[src/rtl/pmw_params.svh]
// constants for picture memory write control
// Operation
// - shift request moves raster toward slave vsync
// - swap commit exchanges inputs, clears raster shift
// - readable flag shows shift in progress
// - flag rises on request, falls at target
// - master freeze stops master memory writes
// - slave freeze stops slave memory writes
// - refresh enable gates periodic memory refresh
// - period select gives 10/7/5.5/4 ms
// - start x is 32*(pos/8)+4*(pos%8)
// - upper five bits block, lower three fine
// - vertical step one line, two in 4:2:0
// - pixels left of fine start get border
// - partial trailing block padded with border
// - left/right border is four times count
// - left border with zero fine fills prior block
// - border written with channel's own colour
// - colour nibble is upper half, low zero
`ifndef PMW_PARAMS_SVH
`define PMW_PARAMS_SVH
// ----------------------------------------------------------------
// sub addresses
// ----------------------------------------------------------------
`define PMW_A_POSY_M 8'h01
`define PMW_A_POSX_M 8'h02
`define PMW_A_LR_M 8'h03
`define PMW_A_Y_M 8'h04
`define PMW_A_UV_M 8'h05
`define PMW_A_UL_M 8'h06
`define PMW_A_POSY_S 8'h23
`define PMW_A_POSX_S 8'h24
`define PMW_A_LR_S 8'h25
`define PMW_A_Y_S 8'h26
`define PMW_A_UV_S 8'h27
`define PMW_A_UL_S 8'h28
`define PMW_A_REFR_PER 8'h53
`define PMW_A_SWAP_REFR 8'h55
`define PMW_A_SHIFT_REQ 8'h56
`define PMW_A_FRZ_S 8'h57
`define PMW_A_FRZ_M 8'h58
`define PMW_A_STATUS 8'h7f
// ----------------------------------------------------------------
// field positions
// ----------------------------------------------------------------
`define PMW_B_SWAP 0
`define PMW_B_REFR_EN 1
`define PMW_B_LEFT_LSB 0
`define PMW_B_RIGHT_LSB 4
`define PMW_B_UPPER_LSB 0
`define PMW_B_LOWER_LSB 4
`define PMW_B_CB_LSB 0
`define PMW_B_CR_LSB 4
// ----------------------------------------------------------------
// reset values and timing
// ----------------------------------------------------------------
`define PMW_RST_LUMA 4'h1
`define PMW_RST_CHROMA 4'h8
`define PMW_CLK_MHZ 10
`define PMW_REFR_T0_US 10000
`define PMW_REFR_T1_US 7000
`define PMW_REFR_T2_US 5500
`define PMW_REFR_T3_US 4000
`define PMW_PH_W 20
`define PMW_SHIFT_STEP 20'h00400
`define PMW_WORD_W 46
`endif

[src/rtl/pmw_pkg.sv]
// types for picture memory write control
package pmw_pkg;
	typedef enum logic [2:0] {W_IDLE, W_TOP, W_LWAIT, W_LEFT, W_PIC, W_RIGHT, W_BOT} pmw_wst_t;
endpackage

[src/rtl/pmw_fifo.sv]
// small write word fifo with valid/ready on both sides
`timescale 1ns/10ps
module pmw_fifo #(
	parameter int W = 46,
	parameter int DEPTH = 4
) (
	// clock and reset
	input wire logic clk,
	input wire logic rst_n,
	// fill side
	input wire logic in_valid,
	input wire logic [W-1:0] in_data,
	output logic in_ready,
	// drain side
	output logic out_valid,
	output logic [W-1:0] out_data,
	input wire logic out_ready
);
	localparam int AW = $clog2(DEPTH);
	logic [W-1:0] mem_q [DEPTH];
	logic [AW-1:0] wp_q, rp_q;
	logic [AW:0] cnt_q;
	logic do_w, do_r;

	assign in_ready = (cnt_q != (AW+1)'(DEPTH));
	assign out_valid = (cnt_q != '0);
	assign out_data = mem_q[rp_q];
	assign do_w = in_valid & in_ready;
	assign do_r = out_valid & out_ready;

	always_ff @(posedge clk or negedge rst_n) begin
		if (!rst_n) begin
			wp_q <= '0;
			rp_q <= '0;
			cnt_q <= '0;
		end else begin
			if (do_w) wp_q <= wp_q + 1'b1;
			if (do_r) rp_q <= rp_q + 1'b1;
			if (do_w && !do_r) cnt_q <= cnt_q + 1'b1;
			else if (do_r && !do_w) cnt_q <= cnt_q - 1'b1;
		end
	end

	always_ff @(posedge clk) begin
		if (do_w) mem_q[wp_q] <= in_data;
	end
endmodule // pmw_fifo

[src/rtl/pmw_refresh_timer.sv]
// periodic memory refresh tick generator
`timescale 1ns/10ps
module pmw_refresh_timer #(
	parameter int C0 = 100000,
	parameter int C1 = 70000,
	parameter int C2 = 55000,
	parameter int C3 = 40000
) (
	// clock and reset
	input wire logic clk,
	input wire logic rst_n,
	// control
	input wire logic en,
	input wire logic [1:0] sel,
	// one-cycle tick
	output logic tick
);
	logic [19:0] cnt_q, per;

	always_comb begin
		case (sel)
			2'b00: per = 20'(C0 - 1);
			2'b01: per = 20'(C1 - 1);
			2'b10: per = 20'(C2 - 1);
			default: per = 20'(C3 - 1);
		endcase
	end

	always_ff @(posedge clk or negedge rst_n) begin
		if (!rst_n) begin
			cnt_q <= '0;
			tick <= 1'b0;
		end else if (!en) begin
			cnt_q <= '0;
			tick <= 1'b0;
		end else if (cnt_q >= per) begin
			cnt_q <= '0;
			tick <= 1'b1;
		end else begin
			cnt_q <= cnt_q + 20'h00001;
			tick <= 1'b0;
		end
	end
endmodule // pmw_refresh_timer

[src/rtl/pmw_top.sv]
// picture memory write control: registers, raster shift, placement
`timescale 1ns/10ps
`include "pmw_params.svh"
module pmw_top #(
	parameter int REFR_CYC0 = `PMW_REFR_T0_US * `PMW_CLK_MHZ,
	parameter int REFR_CYC1 = `PMW_REFR_T1_US * `PMW_CLK_MHZ,
	parameter int REFR_CYC2 = `PMW_REFR_T2_US * `PMW_CLK_MHZ,
	parameter int REFR_CYC3 = `PMW_REFR_T3_US * `PMW_CLK_MHZ,
	parameter int FIFO_DEPTH = 4
) (
	// clock and reset
	input wire logic mclk,
	input wire logic arst_n,
	// parameter port behind the serial interface
	input wire logic reg_wr,
	input wire logic reg_rd,
	input wire logic [7:0] reg_addr,
	input wire logic [7:0] reg_wdata,
	output logic [7:0] reg_rdata,
	// mode
	input wire logic fmt_420,
	// source a
	input wire logic a_fs,
	input wire logic a_fe,
	input wire logic a_valid,
	input wire logic [23:0] a_data,
	input wire logic a_last,
	output logic a_ready,
	// source b
	input wire logic b_fs,
	input wire logic b_fe,
	input wire logic b_valid,
	input wire logic [23:0] b_data,
	input wire logic b_last,
	output logic b_ready,
	// display raster
	output logic disp_vs,
	// picture memory
	output logic mem_valid,
	output logic [`PMW_WORD_W-1:0] mem_word,
	input wire logic mem_ready,
	output logic refresh_req
);
	import pmw_pkg::*;
	localparam int WW = `PMW_WORD_W;
	localparam int PW = `PMW_PH_W;

	// ----------------------------------------------------------------
	// helpers
	// ----------------------------------------------------------------
	function automatic logic [10:0] pic_x(input logic [7:0] p);
		pic_x = {1'b0, p, 2'b00};
	endfunction

	function automatic logic [10:0] start_x(input logic [7:0] p, input logic [2:0] lb);
		logic [11:0] t;
		t = {1'b0, pic_x(p)} - {7'h00, lb, 2'b00};
		start_x = t[11] ? 11'h000 : {t[10:5], 5'h00};
	endfunction

	function automatic logic [11:0] ceil_blk(input logic [11:0] v);
		logic [11:0] t;
		t = v + 12'h01f;
		ceil_blk = {t[11:5], 5'h00};
	endfunction

	function automatic logic [9:0] ypix(input logic [7:0] p, input logic f420);
		ypix = f420 ? {1'b0, p, 1'b0} : {2'b00, p};
	endfunction

	function automatic logic [PW-1:0] step_to(input logic [PW-1:0] d, input logic [PW-1:0] t);
		if (d >= t) step_to = t;
		else if (t - d > `PMW_SHIFT_STEP) step_to = d + `PMW_SHIFT_STEP;
		else step_to = t;
	endfunction

	// ----------------------------------------------------------------
	// reset release
	// ----------------------------------------------------------------
	logic rst_s1_q, rst_n_q;
	always_ff @(posedge mclk or negedge arst_n) begin
		if (!arst_n) begin
			rst_s1_q <= 1'b0;
			rst_n_q <= 1'b0;
		end else begin
			rst_s1_q <= 1'b1;
			rst_n_q <= rst_s1_q;
		end
	end

	// ----------------------------------------------------------------
	// parameter registers
	// ----------------------------------------------------------------
	logic [7:0] hpos_q [2];
	logic [7:0] vpos_q [2];
	logic [2:0] lb_q [2];
	logic [2:0] rb_q [2];
	logic [3:0] ub_q [2];
	logic [3:0] lw_q [2];
	logic [3:0] by_q [2];
	logic [3:0] bu_q [2];
	logic [3:0] bv_q [2];
	logic frz_q [2];
	logic swap_q, refr_en_q, req_q;
	logic [1:0] refr_sel_q;

	always_ff @(posedge mclk or negedge rst_n_q) begin
		if (!rst_n_q) begin
			for (int c = 0; c < 2; c++) begin
				hpos_q[c] <= 8'h00;
				vpos_q[c] <= 8'h00;
				lb_q[c] <= 3'h0;
				rb_q[c] <= 3'h0;
				ub_q[c] <= 4'h0;
				lw_q[c] <= 4'h0;
				by_q[c] <= `PMW_RST_LUMA;
				bu_q[c] <= `PMW_RST_CHROMA;
				bv_q[c] <= `PMW_RST_CHROMA;
				frz_q[c] <= 1'b0;
			end
			swap_q <= 1'b0;
			refr_en_q <= 1'b0;
			req_q <= 1'b0;
			refr_sel_q <= 2'b00;
		end else if (reg_wr) begin
			if (reg_addr == `PMW_A_POSY_M) vpos_q[0] <= reg_wdata;
			else if (reg_addr == `PMW_A_POSX_M) hpos_q[0] <= reg_wdata;
			else if (reg_addr == `PMW_A_LR_M) begin
				lb_q[0] <= reg_wdata[`PMW_B_LEFT_LSB +: 3];
				rb_q[0] <= reg_wdata[`PMW_B_RIGHT_LSB +: 3];
			end else if (reg_addr == `PMW_A_Y_M) by_q[0] <= reg_wdata[3:0];
			else if (reg_addr == `PMW_A_UV_M) begin
				bu_q[0] <= reg_wdata[`PMW_B_CB_LSB +: 4];
				bv_q[0] <= reg_wdata[`PMW_B_CR_LSB +: 4];
			end else if (reg_addr == `PMW_A_UL_M) begin
				ub_q[0] <= reg_wdata[`PMW_B_UPPER_LSB +: 4];
				lw_q[0] <= reg_wdata[`PMW_B_LOWER_LSB +: 4];
			end else if (reg_addr == `PMW_A_POSY_S) vpos_q[1] <= reg_wdata;
			else if (reg_addr == `PMW_A_POSX_S) hpos_q[1] <= reg_wdata;
			else if (reg_addr == `PMW_A_LR_S) begin
				lb_q[1] <= reg_wdata[`PMW_B_LEFT_LSB +: 3];
				rb_q[1] <= reg_wdata[`PMW_B_RIGHT_LSB +: 3];
			end else if (reg_addr == `PMW_A_Y_S) by_q[1] <= reg_wdata[3:0];
			else if (reg_addr == `PMW_A_UV_S) begin
				bu_q[1] <= reg_wdata[`PMW_B_CB_LSB +: 4];
				bv_q[1] <= reg_wdata[`PMW_B_CR_LSB +: 4];
			end else if (reg_addr == `PMW_A_UL_S) begin
				ub_q[1] <= reg_wdata[`PMW_B_UPPER_LSB +: 4];
				lw_q[1] <= reg_wdata[`PMW_B_LOWER_LSB +: 4];
			end else if (reg_addr == `PMW_A_REFR_PER) refr_sel_q <= reg_wdata[1:0];
			else if (reg_addr == `PMW_A_SWAP_REFR) begin
				swap_q <= reg_wdata[`PMW_B_SWAP];
				refr_en_q <= reg_wdata[`PMW_B_REFR_EN];
			end else if (reg_addr == `PMW_A_SHIFT_REQ) req_q <= reg_wdata[0];
			else if (reg_addr == `PMW_A_FRZ_S) frz_q[1] <= reg_wdata[0];
			else if (reg_addr == `PMW_A_FRZ_M) frz_q[0] <= reg_wdata[0];
		end
	end

	// ----------------------------------------------------------------
	// source exchange
	// ----------------------------------------------------------------
	logic fs [2], fe [2], pv [2], pl [2], rdy [2];
	logic [23:0] pd [2];
	always_comb begin
		fs[0] = swap_q ? b_fs : a_fs;
		fe[0] = swap_q ? b_fe : a_fe;
		pv[0] = swap_q ? b_valid : a_valid;
		pd[0] = swap_q ? b_data : a_data;
		pl[0] = swap_q ? b_last : a_last;
		fs[1] = swap_q ? a_fs : b_fs;
		fe[1] = swap_q ? a_fe : b_fe;
		pv[1] = swap_q ? a_valid : b_valid;
		pd[1] = swap_q ? a_data : b_data;
		pl[1] = swap_q ? a_last : b_last;
		a_ready = swap_q ? rdy[1] : rdy[0];
		b_ready = swap_q ? rdy[0] : rdy[1];
	end

	// ----------------------------------------------------------------
	// raster phase shift
	// ----------------------------------------------------------------
	logic [PW-1:0] ph_cnt_q, tgt_q, dly_q;
	logic tgt_ok_q, req_d1_q, swap_d1_q, active_q;

	always_ff @(posedge mclk or negedge rst_n_q) begin
		if (!rst_n_q) ph_cnt_q <= '1; // no master field seen yet, no false sync
		else if (fs[0]) ph_cnt_q <= '0;
		else if (ph_cnt_q != '1) ph_cnt_q <= ph_cnt_q + 1'b1;
	end

	// slave vsync position relative to master vsync
	always_ff @(posedge mclk or negedge rst_n_q) begin
		if (!rst_n_q) begin
			tgt_q <= '0;
			tgt_ok_q <= 1'b0;
		end else if (!req_q) begin
			tgt_ok_q <= 1'b0;
		end else if (fs[1]) begin
			tgt_q <= ph_cnt_q + 1'b1;
			tgt_ok_q <= 1'b1;
		end
	end

	always_ff @(posedge mclk or negedge rst_n_q) begin
		if (!rst_n_q) begin
			dly_q <= '0;
			req_d1_q <= 1'b0;
			swap_d1_q <= 1'b0;
		end else begin
			req_d1_q <= req_q;
			swap_d1_q <= swap_q;
			if (swap_q && !swap_d1_q) dly_q <= '0;
			else if (!req_q) dly_q <= '0;
			else if (fs[0] && tgt_ok_q) dly_q <= step_to(dly_q, tgt_q);
		end
	end

	always_ff @(posedge mclk or negedge rst_n_q) begin
		if (!rst_n_q) active_q <= 1'b0;
		else if (!req_q) active_q <= 1'b0;
		else if (!req_d1_q) active_q <= 1'b1;
		else if (tgt_ok_q && dly_q == tgt_q) active_q <= 1'b0;
	end

	always_ff @(posedge mclk or negedge rst_n_q) begin
		if (!rst_n_q) disp_vs <= 1'b0;
		else disp_vs <= (ph_cnt_q == dly_q);
	end

	always_ff @(posedge mclk or negedge rst_n_q) begin
		if (!rst_n_q) reg_rdata <= 8'h00;
		else if (reg_rd) reg_rdata <= (reg_addr == `PMW_A_STATUS) ? {7'h00, active_q} : 8'h00;
	end

	// ----------------------------------------------------------------
	// field shadows of placement settings
	// ----------------------------------------------------------------
	pmw_wst_t st_q [2];
	logic restart [2];
	logic [7:0] s_hpos_q [2];
	logic [2:0] s_rb_q [2];
	logic [3:0] s_lw_q [2];
	logic [23:0] s_bcol_q [2];
	logic [10:0] sx [2];
	logic [10:0] px [2];

	always_ff @(posedge mclk or negedge rst_n_q) begin
		if (!rst_n_q) begin
			for (int c = 0; c < 2; c++) begin
				s_hpos_q[c] <= 8'h00;
				sx[c] <= 11'h000;
				s_rb_q[c] <= 3'h0;
				s_lw_q[c] <= 4'h0;
				s_bcol_q[c] <= {`PMW_RST_LUMA, 4'h0, `PMW_RST_CHROMA, 4'h0, `PMW_RST_CHROMA, 4'h0};
			end
		end else begin
			for (int c = 0; c < 2; c++) begin
				if (restart[c]) begin
					s_hpos_q[c] <= hpos_q[c];
					sx[c] <= start_x(hpos_q[c], lb_q[c]);
					s_rb_q[c] <= rb_q[c];
					s_lw_q[c] <= lw_q[c];
					s_bcol_q[c] <= {by_q[c], 4'h0, bu_q[c], 4'h0, bv_q[c], 4'h0};
				end
			end
		end
	end

	// ----------------------------------------------------------------
	// per-channel block writer
	// ----------------------------------------------------------------
	logic [10:0] x_q [2];
	logic [9:0] y_q [2];
	logic [3:0] ln_q [2];
	logic [10:0] wid_q [2];
	logic [11:0] pend_q [2];
	logic [11:0] lend [2];
	logic [11:0] xn [2];
	logic want [2], go [2];
	logic [WW-1:0] word [2];
	logic push_v, fin_rdy;
	logic [WW-1:0] push_d;

	always_comb begin
		for (int c = 0; c < 2; c++) begin
			px[c] = pic_x(s_hpos_q[c]);
			xn[c] = {1'b0, x_q[c]} + 12'h001;
			lend[c] = ceil_blk({1'b0, px[c]} + {1'b0, wid_q[c]} + {7'h00, s_rb_q[c], 2'b00});
			restart[c] = fs[c] && (st_q[c] == W_IDLE || st_q[c] == W_LWAIT);
			case (st_q[c])
				W_TOP, W_LEFT, W_RIGHT, W_BOT: want[c] = 1'b1;
				W_PIC: want[c] = pv[c];
				default: want[c] = 1'b0;
			endcase
			word[c] = {1'(c), y_q[c], x_q[c], (st_q[c] == W_PIC) ? pd[c] : s_bcol_q[c]};
		end
		// frozen channels advance without writing
		go[0] = frz_q[0] | fin_rdy;
		go[1] = frz_q[1] | (fin_rdy & ~(want[0] & ~frz_q[0]));
		push_v = (want[0] & ~frz_q[0]) | (want[1] & ~frz_q[1]);
		push_d = (want[0] & ~frz_q[0]) ? word[0] : word[1];
		for (int c = 0; c < 2; c++) rdy[c] = (st_q[c] == W_PIC) & go[c];
	end

	always_ff @(posedge mclk or negedge rst_n_q) begin
		if (!rst_n_q) begin
			for (int c = 0; c < 2; c++) begin
				st_q[c] <= W_IDLE;
				x_q[c] <= 11'h000;
				y_q[c] <= 10'h000;
				ln_q[c] <= 4'h0;
				wid_q[c] <= 11'h000;
				pend_q[c] <= 12'h000;
			end
		end else begin
			for (int c = 0; c < 2; c++) begin
				if (restart[c]) begin
					y_q[c] <= ypix(vpos_q[c], fmt_420) - {6'h00, ub_q[c]};
					x_q[c] <= start_x(hpos_q[c], lb_q[c]);
					ln_q[c] <= ub_q[c];
					st_q[c] <= (ub_q[c] != 4'h0) ? W_TOP : W_LWAIT;
				end else begin
					case (st_q[c])
						W_TOP, W_BOT: if (go[c]) begin
							if (xn[c] >= lend[c]) begin
								x_q[c] <= sx[c];
								y_q[c] <= y_q[c] + 10'h001;
								ln_q[c] <= ln_q[c] - 4'h1;
								if (ln_q[c] == 4'h1) st_q[c] <= (st_q[c] == W_TOP) ? W_LWAIT : W_IDLE;
							end else begin
								x_q[c] <= xn[c][10:0];
							end
						end
						W_LWAIT: if (fe[c]) begin
							x_q[c] <= sx[c];
							ln_q[c] <= s_lw_q[c];
							st_q[c] <= (s_lw_q[c] != 4'h0) ? W_BOT : W_IDLE;
						end else if (pv[c]) begin
							x_q[c] <= sx[c];
							st_q[c] <= (sx[c] == px[c]) ? W_PIC : W_LEFT;
						end
						W_LEFT: if (go[c]) begin
							x_q[c] <= xn[c][10:0];
							if (xn[c][10:0] == px[c]) st_q[c] <= W_PIC;
						end
						W_PIC: if (pv[c] && go[c]) begin
							x_q[c] <= xn[c][10:0];
							if (pl[c]) begin
								pend_q[c] <= xn[c];
								wid_q[c] <= xn[c][10:0] - px[c];
								if (s_rb_q[c] == 3'h0 && xn[c][4:0] == 5'h00) begin
									st_q[c] <= W_LWAIT;
									y_q[c] <= y_q[c] + 10'h001;
								end else begin
									st_q[c] <= W_RIGHT;
								end
							end
						end
						W_RIGHT: if (go[c]) begin
							x_q[c] <= xn[c][10:0];
							if (xn[c] >= pend_q[c] + {7'h00, s_rb_q[c], 2'b00} && xn[c][4:0] == 5'h00) begin
								st_q[c] <= W_LWAIT;
								y_q[c] <= y_q[c] + 10'h001;
							end
						end
						default: st_q[c] <= W_IDLE;
					endcase
				end
			end
		end
	end

	// ----------------------------------------------------------------
	// write buffer and refresh
	// ----------------------------------------------------------------
	pmw_fifo #(
		.W(WW),
		.DEPTH(FIFO_DEPTH)
	) u_fifo (
		.clk(mclk),
		.rst_n(rst_n_q),
		.in_valid(push_v),
		.in_data(push_d),
		.in_ready(fin_rdy),
		.out_valid(mem_valid),
		.out_data(mem_word),
		.out_ready(mem_ready)
	);

	pmw_refresh_timer #(
		.C0(REFR_CYC0),
		.C1(REFR_CYC1),
		.C2(REFR_CYC2),
		.C3(REFR_CYC3)
	) u_refr (
		.clk(mclk),
		.rst_n(rst_n_q),
		.en(refr_en_q),
		.sel(refr_sel_q),
		.tick(refresh_req)
	);
endmodule // pmw_top

[config.mk]
export PLATFORM = sky130hd
export DESIGN_NAME = pmw_top
export DESIGN_NICKNAME = d
export VERILOG_FILES = /design/src/rtl/pmw_pkg.sv /design/src/rtl/pmw_fifo.sv /design/src/rtl/pmw_refresh_timer.sv /design/src/rtl/pmw_top.sv
export VERILOG_INCLUDE_DIRS = /design/src /design/src/rtl
export SDC_FILE = /design/constraint.sdc
export NUM_CORES = 1
export LEC_CHECK = 0
export BUFFER_PORTS_ARGS = -buffer_cell sky130_fd_sc_hd__buf_2
export CORE_MARGIN = 2
export CORE_UTILIZATION = 57
export DETAILED_ROUTE_END_ITERATION = 16
export PLACE_DENSITY = 0.78
export SYNTH_ARGS = -nofsm -noshare
export SYNTH_HDL_FRONTEND = slang
export SYNTH_SLANG_ARGS = --single-unit
[constraint.sdc]
create_clock -name mclk -period 9.85 [get_ports mclk]
set_input_delay 1.97 -clock mclk [delete_from_list [all_inputs] [get_ports mclk]]
set_output_delay 1.97 -clock mclk [all_outputs]
set_load 0.1 [all_outputs]
## After elaboration in Yosys (flattened, before gate mapping)

Memory sizes are Yosys's and may differ from the RTL's.
Index checks and enable logic that the tools add are counted.

- Memories kept: 1
- Memory bits (writable): 184
- Flip-flop bits (word level): 372
- Bits of input ports: 78
- Logic and storage cells: 395

- Reductions and logical operators: 72
- Eq/ne operators: 71
- Bitwise operators: 31
- Muxes and demuxes: 123
- $lt $le $gt $ge: 7
- $add $sub $neg: 28

Memory list:

| memory | depth | width | read ports | clocked after Yosys merged registers in | write ports | RTL line | text |
|---|---|---|---|---|---|---|---|
| u_fifo.mem_q | 4 | 46 | 1 | 0 | 1 | pmw_fifo.sv:20 | `logic [W-1:0] mem_q [DEPTH];` |

Operator list:

| cell | count |
|---|---|
| 20-bit two-way mux | 9 |
| 11-bit two-way mux | 16 |
| 10-bit two-way mux | 16 |
| 24-bit two-way mux | 4 |
| 3-bit two-way mux | 32 |
| 11-bit case mux with 4 select lines | 2 |
| 10-bit case mux with 3 select lines | 2 |
| 3-bit != test (second input constant) | 19 |
| 17-bit case mux with 3 select lines | 1 |
| 12-bit by 5-bit adder with 12-bit output | 4 |
| 8-bit by 6-bit == test with 1-bit output (second input constant) | 6 |
| 8-bit by 7-bit == test with 1-bit output (second input constant) | 6 |
| 12-bit greater-or-equal comparator | 4 |
| 46-bit two-way mux | 1 |
| 11-bit by 10-bit == test with 1-bit output | 4 |
| 20-bit by 1-bit adder with 20-bit output (second input constant) | 2 |
| 20-bit == test | 2 |
| 4-bit two-way mux | 8 |
| 3-bit case mux with 5 select lines | 2 |
| 10-bit AND reduction | 3 |
| 10-bit by 11-bit adder with 12-bit output | 2 |
| 11-bit by 1-bit adder with 12-bit output (second input constant) | 2 |
| 12-bit by 5-bit adder with 12-bit output (second input constant) | 2 |
| 8-bit by 3-bit == test with 1-bit output (second input constant) | 3 |
| other kinds (62) | 180 |

## Logic depth before layout (Yosys ltp)

- Depth in word-level cells: 11
- Depth in mapped cells: 24

## Cells and area by module

From an unflattened synthesis, not the netlist that was laid out.

- Cell total of the unflattened synthesis: 2,834
- Area, all modules: 30,191.5 sq um

By module, submodules not included:

| module | cells an instance | times used | area each (sq um) |
|---|---|---|---|
| pmw_top | 2,422 | 1 | 21,784.6 |
| pmw_fifo | 275 | 1 | 7,040.5 |
| pmw_refresh_timer | 137 | 1 | 1,366.3 |

## Worst setup path after synthesis

No wires, ideal clock.

- Path type: input port to output port
- Start: input port b_valid
- End: output port b_ready
- Stages on the path: 6
- Data arrival time: 4,986 ps
- Path buffers: 0
- Data required time: 7,880 ps
- Path slack: 2,894 ps
- Path through: mux2_2 o21ai_0 a221oi_1 nor2_1 nor2_1 o31ai_1

- Cells in the longest elaborated chain, start to end: 8

RTL lines:

| element | RTL line | text |
|---|---|---|
| start: declaration | pmw_top.sv:32 | `input wire logic b_valid,` |
| 1-bit two-way mux | pmw_top.sv:168 | `pv[0] = swap_q ? b_valid : a_valid;` |
| 1-bit case mux with 2 select lines | pmw_top.sv:291 | `case (st_q[c])` |
| 1-bit AND | pmw_top.sv:300 | `go[1] = frz_q[1] \| (fin_rdy & ~(want[0] & ~frz_q[0]));` |
| 1-bit inverter | pmw_top.sv:300 |  |
| 1-bit AND | pmw_top.sv:300 |  |
| 1-bit OR | pmw_top.sv:300 |  |
| 1-bit AND | pmw_top.sv:303 | `for (int c = 0; c < 2; c++) rdy[c] = (st_q[c] == W_PIC) & go[c];` |
| 1-bit two-way mux | pmw_top.sv:177 | `b_ready = swap_q ? rdy[0] : rdy[1];` |
| end: declaration | pmw_top.sv:35 | `output logic b_ready,` |

No other way between the ends.

## Final worst setup path

- Start: input port b_valid
- End: output port a_ready

- Cells in the longest elaborated chain, start to end: 8

RTL lines:

| element | RTL line | text |
|---|---|---|
| 1-bit two-way mux | pmw_top.sv:168 |  |
| 1-bit case mux with 2 select lines | pmw_top.sv:291 |  |
| 1-bit AND | pmw_top.sv:300 |  |
| 1-bit inverter | pmw_top.sv:300 |  |
| 1-bit AND | pmw_top.sv:300 |  |
| 1-bit OR | pmw_top.sv:300 |  |
| 1-bit AND | pmw_top.sv:303 |  |
| 1-bit two-way mux | pmw_top.sv:176 | `a_ready = swap_q ? rdy[1] : rdy[0];` |
| end: declaration | pmw_top.sv:28 | `output logic a_ready,` |

No other way between the ends.

==> out/qor.csv <==
metric,value,unit
route.vias.total,22734,
synth_area,29900,sq um
synth.area.mux_share,0.104,
ys_seq_area_frac,0.478,
detailed_place_hpwl,55900,um
cts_buffers,55,
synth_top_area_share,0.265,
synth.largest_area_cell,dfrtp_1,
antenna_found_initial,16,
synth-edff-count,184,
crit_type,primary input to output port,
postCtsHoldBufs,0,
area_growth_syn_to_layout,10.8,%
synth.area.top_cells,"dfrtp_1, edfxtp_1, ha_1, mux2_2, nand2_1",
min_period_over_period,0.641,
synthSimpleGateAreaFrac,0.128,
grt_pass1_wl,123000,um
placed_cell_area,31300,sq um
timing.final.crit_period,6.32,ns
slew_headroom,0.131,
wirelength,79100,um
synth_area_per_cell,10.6,sq um
viasPerCell,6.22,
cellLeakagePower,14.3,nW
rows,83,
num_io_pins,137,
synth-main-ff-cell,dfrtp_1,
report.final.slew_viol_count,0,
clock.fmax,0.158,GHz
die_w,233,um
holdWs,0.345,ns
cp_max_fo,53,
place_congestion,0.918,
grt_pass1_vias,22192,
cts_root_buf,clkbuf_16,
grt_overflow,0,
drcViolationCount,0,
clk_latency,0.64,ns
synth_warnings,0,
final_common_cell,nand2_1,
synthXorXnorAreaFrac,0.0448,
hold_viol,0,
cp.arrival,4.35,ns
grt_start_max_net_pins,162,
nFillCells,3985,
synth_compound_area_frac,0.129,
synth_top_family_by_area,compound AO/OA/AOI/OAI gates,
powerDensity,314,nW/um^2
synth_cells,2813,
rsz0062_at_grt,false,
wl_per_cell,21.7,um
hp-class,register to register,
end_kind,output port,
port_buffers,129,
drive_gt1_frac,0.164,
synth_seq_cells,533,
required,7.88,ns
ant_nets,0,
htree_levels,2,
coreArea,51600,sq um
cts_sinks,533,
setup_viol,0,
synth_adder_area_share,0.0816,
max-clock-path-buffers,3,
skew,0.0351,ns
drt-pass1-iter-count,6,
tritoncts,built,
most-common-layout-cells,"nand2_1, dfrtp_1, edfxtp_1",
nets,3180,
ir_drop,255,uV
drv_cap,0,
drt-initial-drc-count,2277,
design_area,33200,sq um
post-cts-setup-buffer-count,0,
async_reset_ff_frac,0.655,
start_util,0.580,
die-area,54400,sq um
max_slew.worst_pin.slew,1.30,ns
clkSlewWorstSetupHoldPaths,0.05,ns
cts_resized,0,
setup_tns,0,ns
ys_types,81,
start_kind,primary input,
grt.total_usage,0.293,
outcome,finished clean,
die_h,233,um
[cell usage after synthesis (8+ instances only)]
| cell | number |
|---|---|
| nand2_1 | 342 |
| dfrtp_1 | 317 |
| edfxtp_1 | 184 |
| o21ai_0 | 174 |
| ha_1 | 172 |
| nor2_1 | 172 |
| a21oi_1 | 150 |
| inv_1 | 138 |
| mux2_2 | 136 |
| clkbuf_1 | 92 |
| nand3_1 | 78 |
| xnor2_1 | 77 |
| xor2_1 | 76 |
| mux2i_1 | 55 |
| a21o_1 | 50 |
| nor3_1 | 47 |
| mux4_2 | 46 |
| dfstp_2 | 32 |
| nand4_1 | 31 |
| nand2b_1 | 30 |
| o211ai_1 | 29 |
| and3_1 | 24 |
| a22oi_1 | 20 |
| nor4_1 | 20 |
| a31oi_1 | 19 |
| buf_1 | 19 |
| a221oi_1 | 18 |
| and2_1 | 16 |
| nor2b_1 | 16 |
| or3_1 | 16 |
| a211oi_1 | 14 |
| fa_1 | 14 |
| a21boi_0 | 13 |
| o22ai_1 | 12 |
| o221ai_1 | 11 |
| o21a_1 | 10 |
| or4_1 | 9 |
| buf_4 | 8 |
| nor3b_1 | 8 |
[path summary, 6_finish.rpt]
check,cells past startpoint,end,startpoint,slack (ns)
min in group asynchronous,0,tgt_q[0],rst_n_q,0.47
setup reg to reg,22,word[36],s_rb_q[1],3.92
hold / removal,0,rst_n_q,rst_s1_q,0.34
max in group asynchronous,2,u_fifo.rp_q[0],rst_n_q,7.13
hold reg to reg,0,rst_n_q,rst_s1_q,0.34
setup / recovery,10,a_ready,b_valid,3.53
[layer usage]
metal  wire [um]  GRT usage
met1       33700      0.399
met2       36300      0.460
met3        6200     0.0641
met4        2870      0.113
met5          48          0
[cells by family after synthesis]
kind of cell | Yosys count
flops | 533
compound gates | 605
other cells | 2
fa+ha+maj | 187
mux | 237
buf+inv | 264
xor+xnor | 153
simple gates | 832
[layout make-up]
| class | instances | area (sq um) | area share |
|---|---|---|---|
| multi-input cells | 2024 | 14700 | 0.442 |
| flip-flops and latches | 533 | 14300 | 0.432 |
| clock buffers | 75 | 1490 | 0.0450 |
| repair buffers | 163 | 913 | 0.0275 |
| well taps | 680 | 851 | 0.0257 |
| inverters | 139 | 522 | 0.0157 |
| clock inverters | 29 | 379 | 0.0114 |
| diodes | 10 | 25.0 | 0.000755 |
[power by group]
group | internal (W) | switching (W)
clock | 0.00125 | 0.000899
combinational | 0.00155 | 0.00330
sequential | 0.00290 | 0.000507
[worst max-delay path, stage by stage]
cell,delay [ns]
buf_2,0.11
mux2_2,0.18
o21ai_0,0.15
a221oi_4,0.36
buf_4,0.55
nor2_1,0.11
nor2_1,0.22
nor2_1,0.10
mux2_2,0.29
buf_2,0.29
[metrics by stage]
step | instances | util | total power (W) | setup WS [ns]
2_1_floorplan | 2821 | - | 0.00699 | 2.89
3_3_place_gp | 3539 | 0.606 | 0.00803 | 3.60
3_5_place_dp | 3539 | 0.606 | 0.00819 | 3.57
4_1_cts | 3643 | 0.642 | 0.0104 | 3.56
5_1_grt | 3651 | 0.642 | 0.0110 | 3.37
6_report | 3653 | 0.642 | 0.0104 | 3.53
[flip-flops by register name, summed over array words and instances (netlist names), 16 cells and up]
name	cells
dly_q	20
hpos_q	16
pend_q	20
ph_cnt_q	20
px	16
s_bcol_q	24
tgt_q	20
u_fifo.mem_q	184
u_refr.cnt_q	20
vpos_q	16
wid_q	22
word	42
No activity file was read; power rests on OpenSTA's default activity.
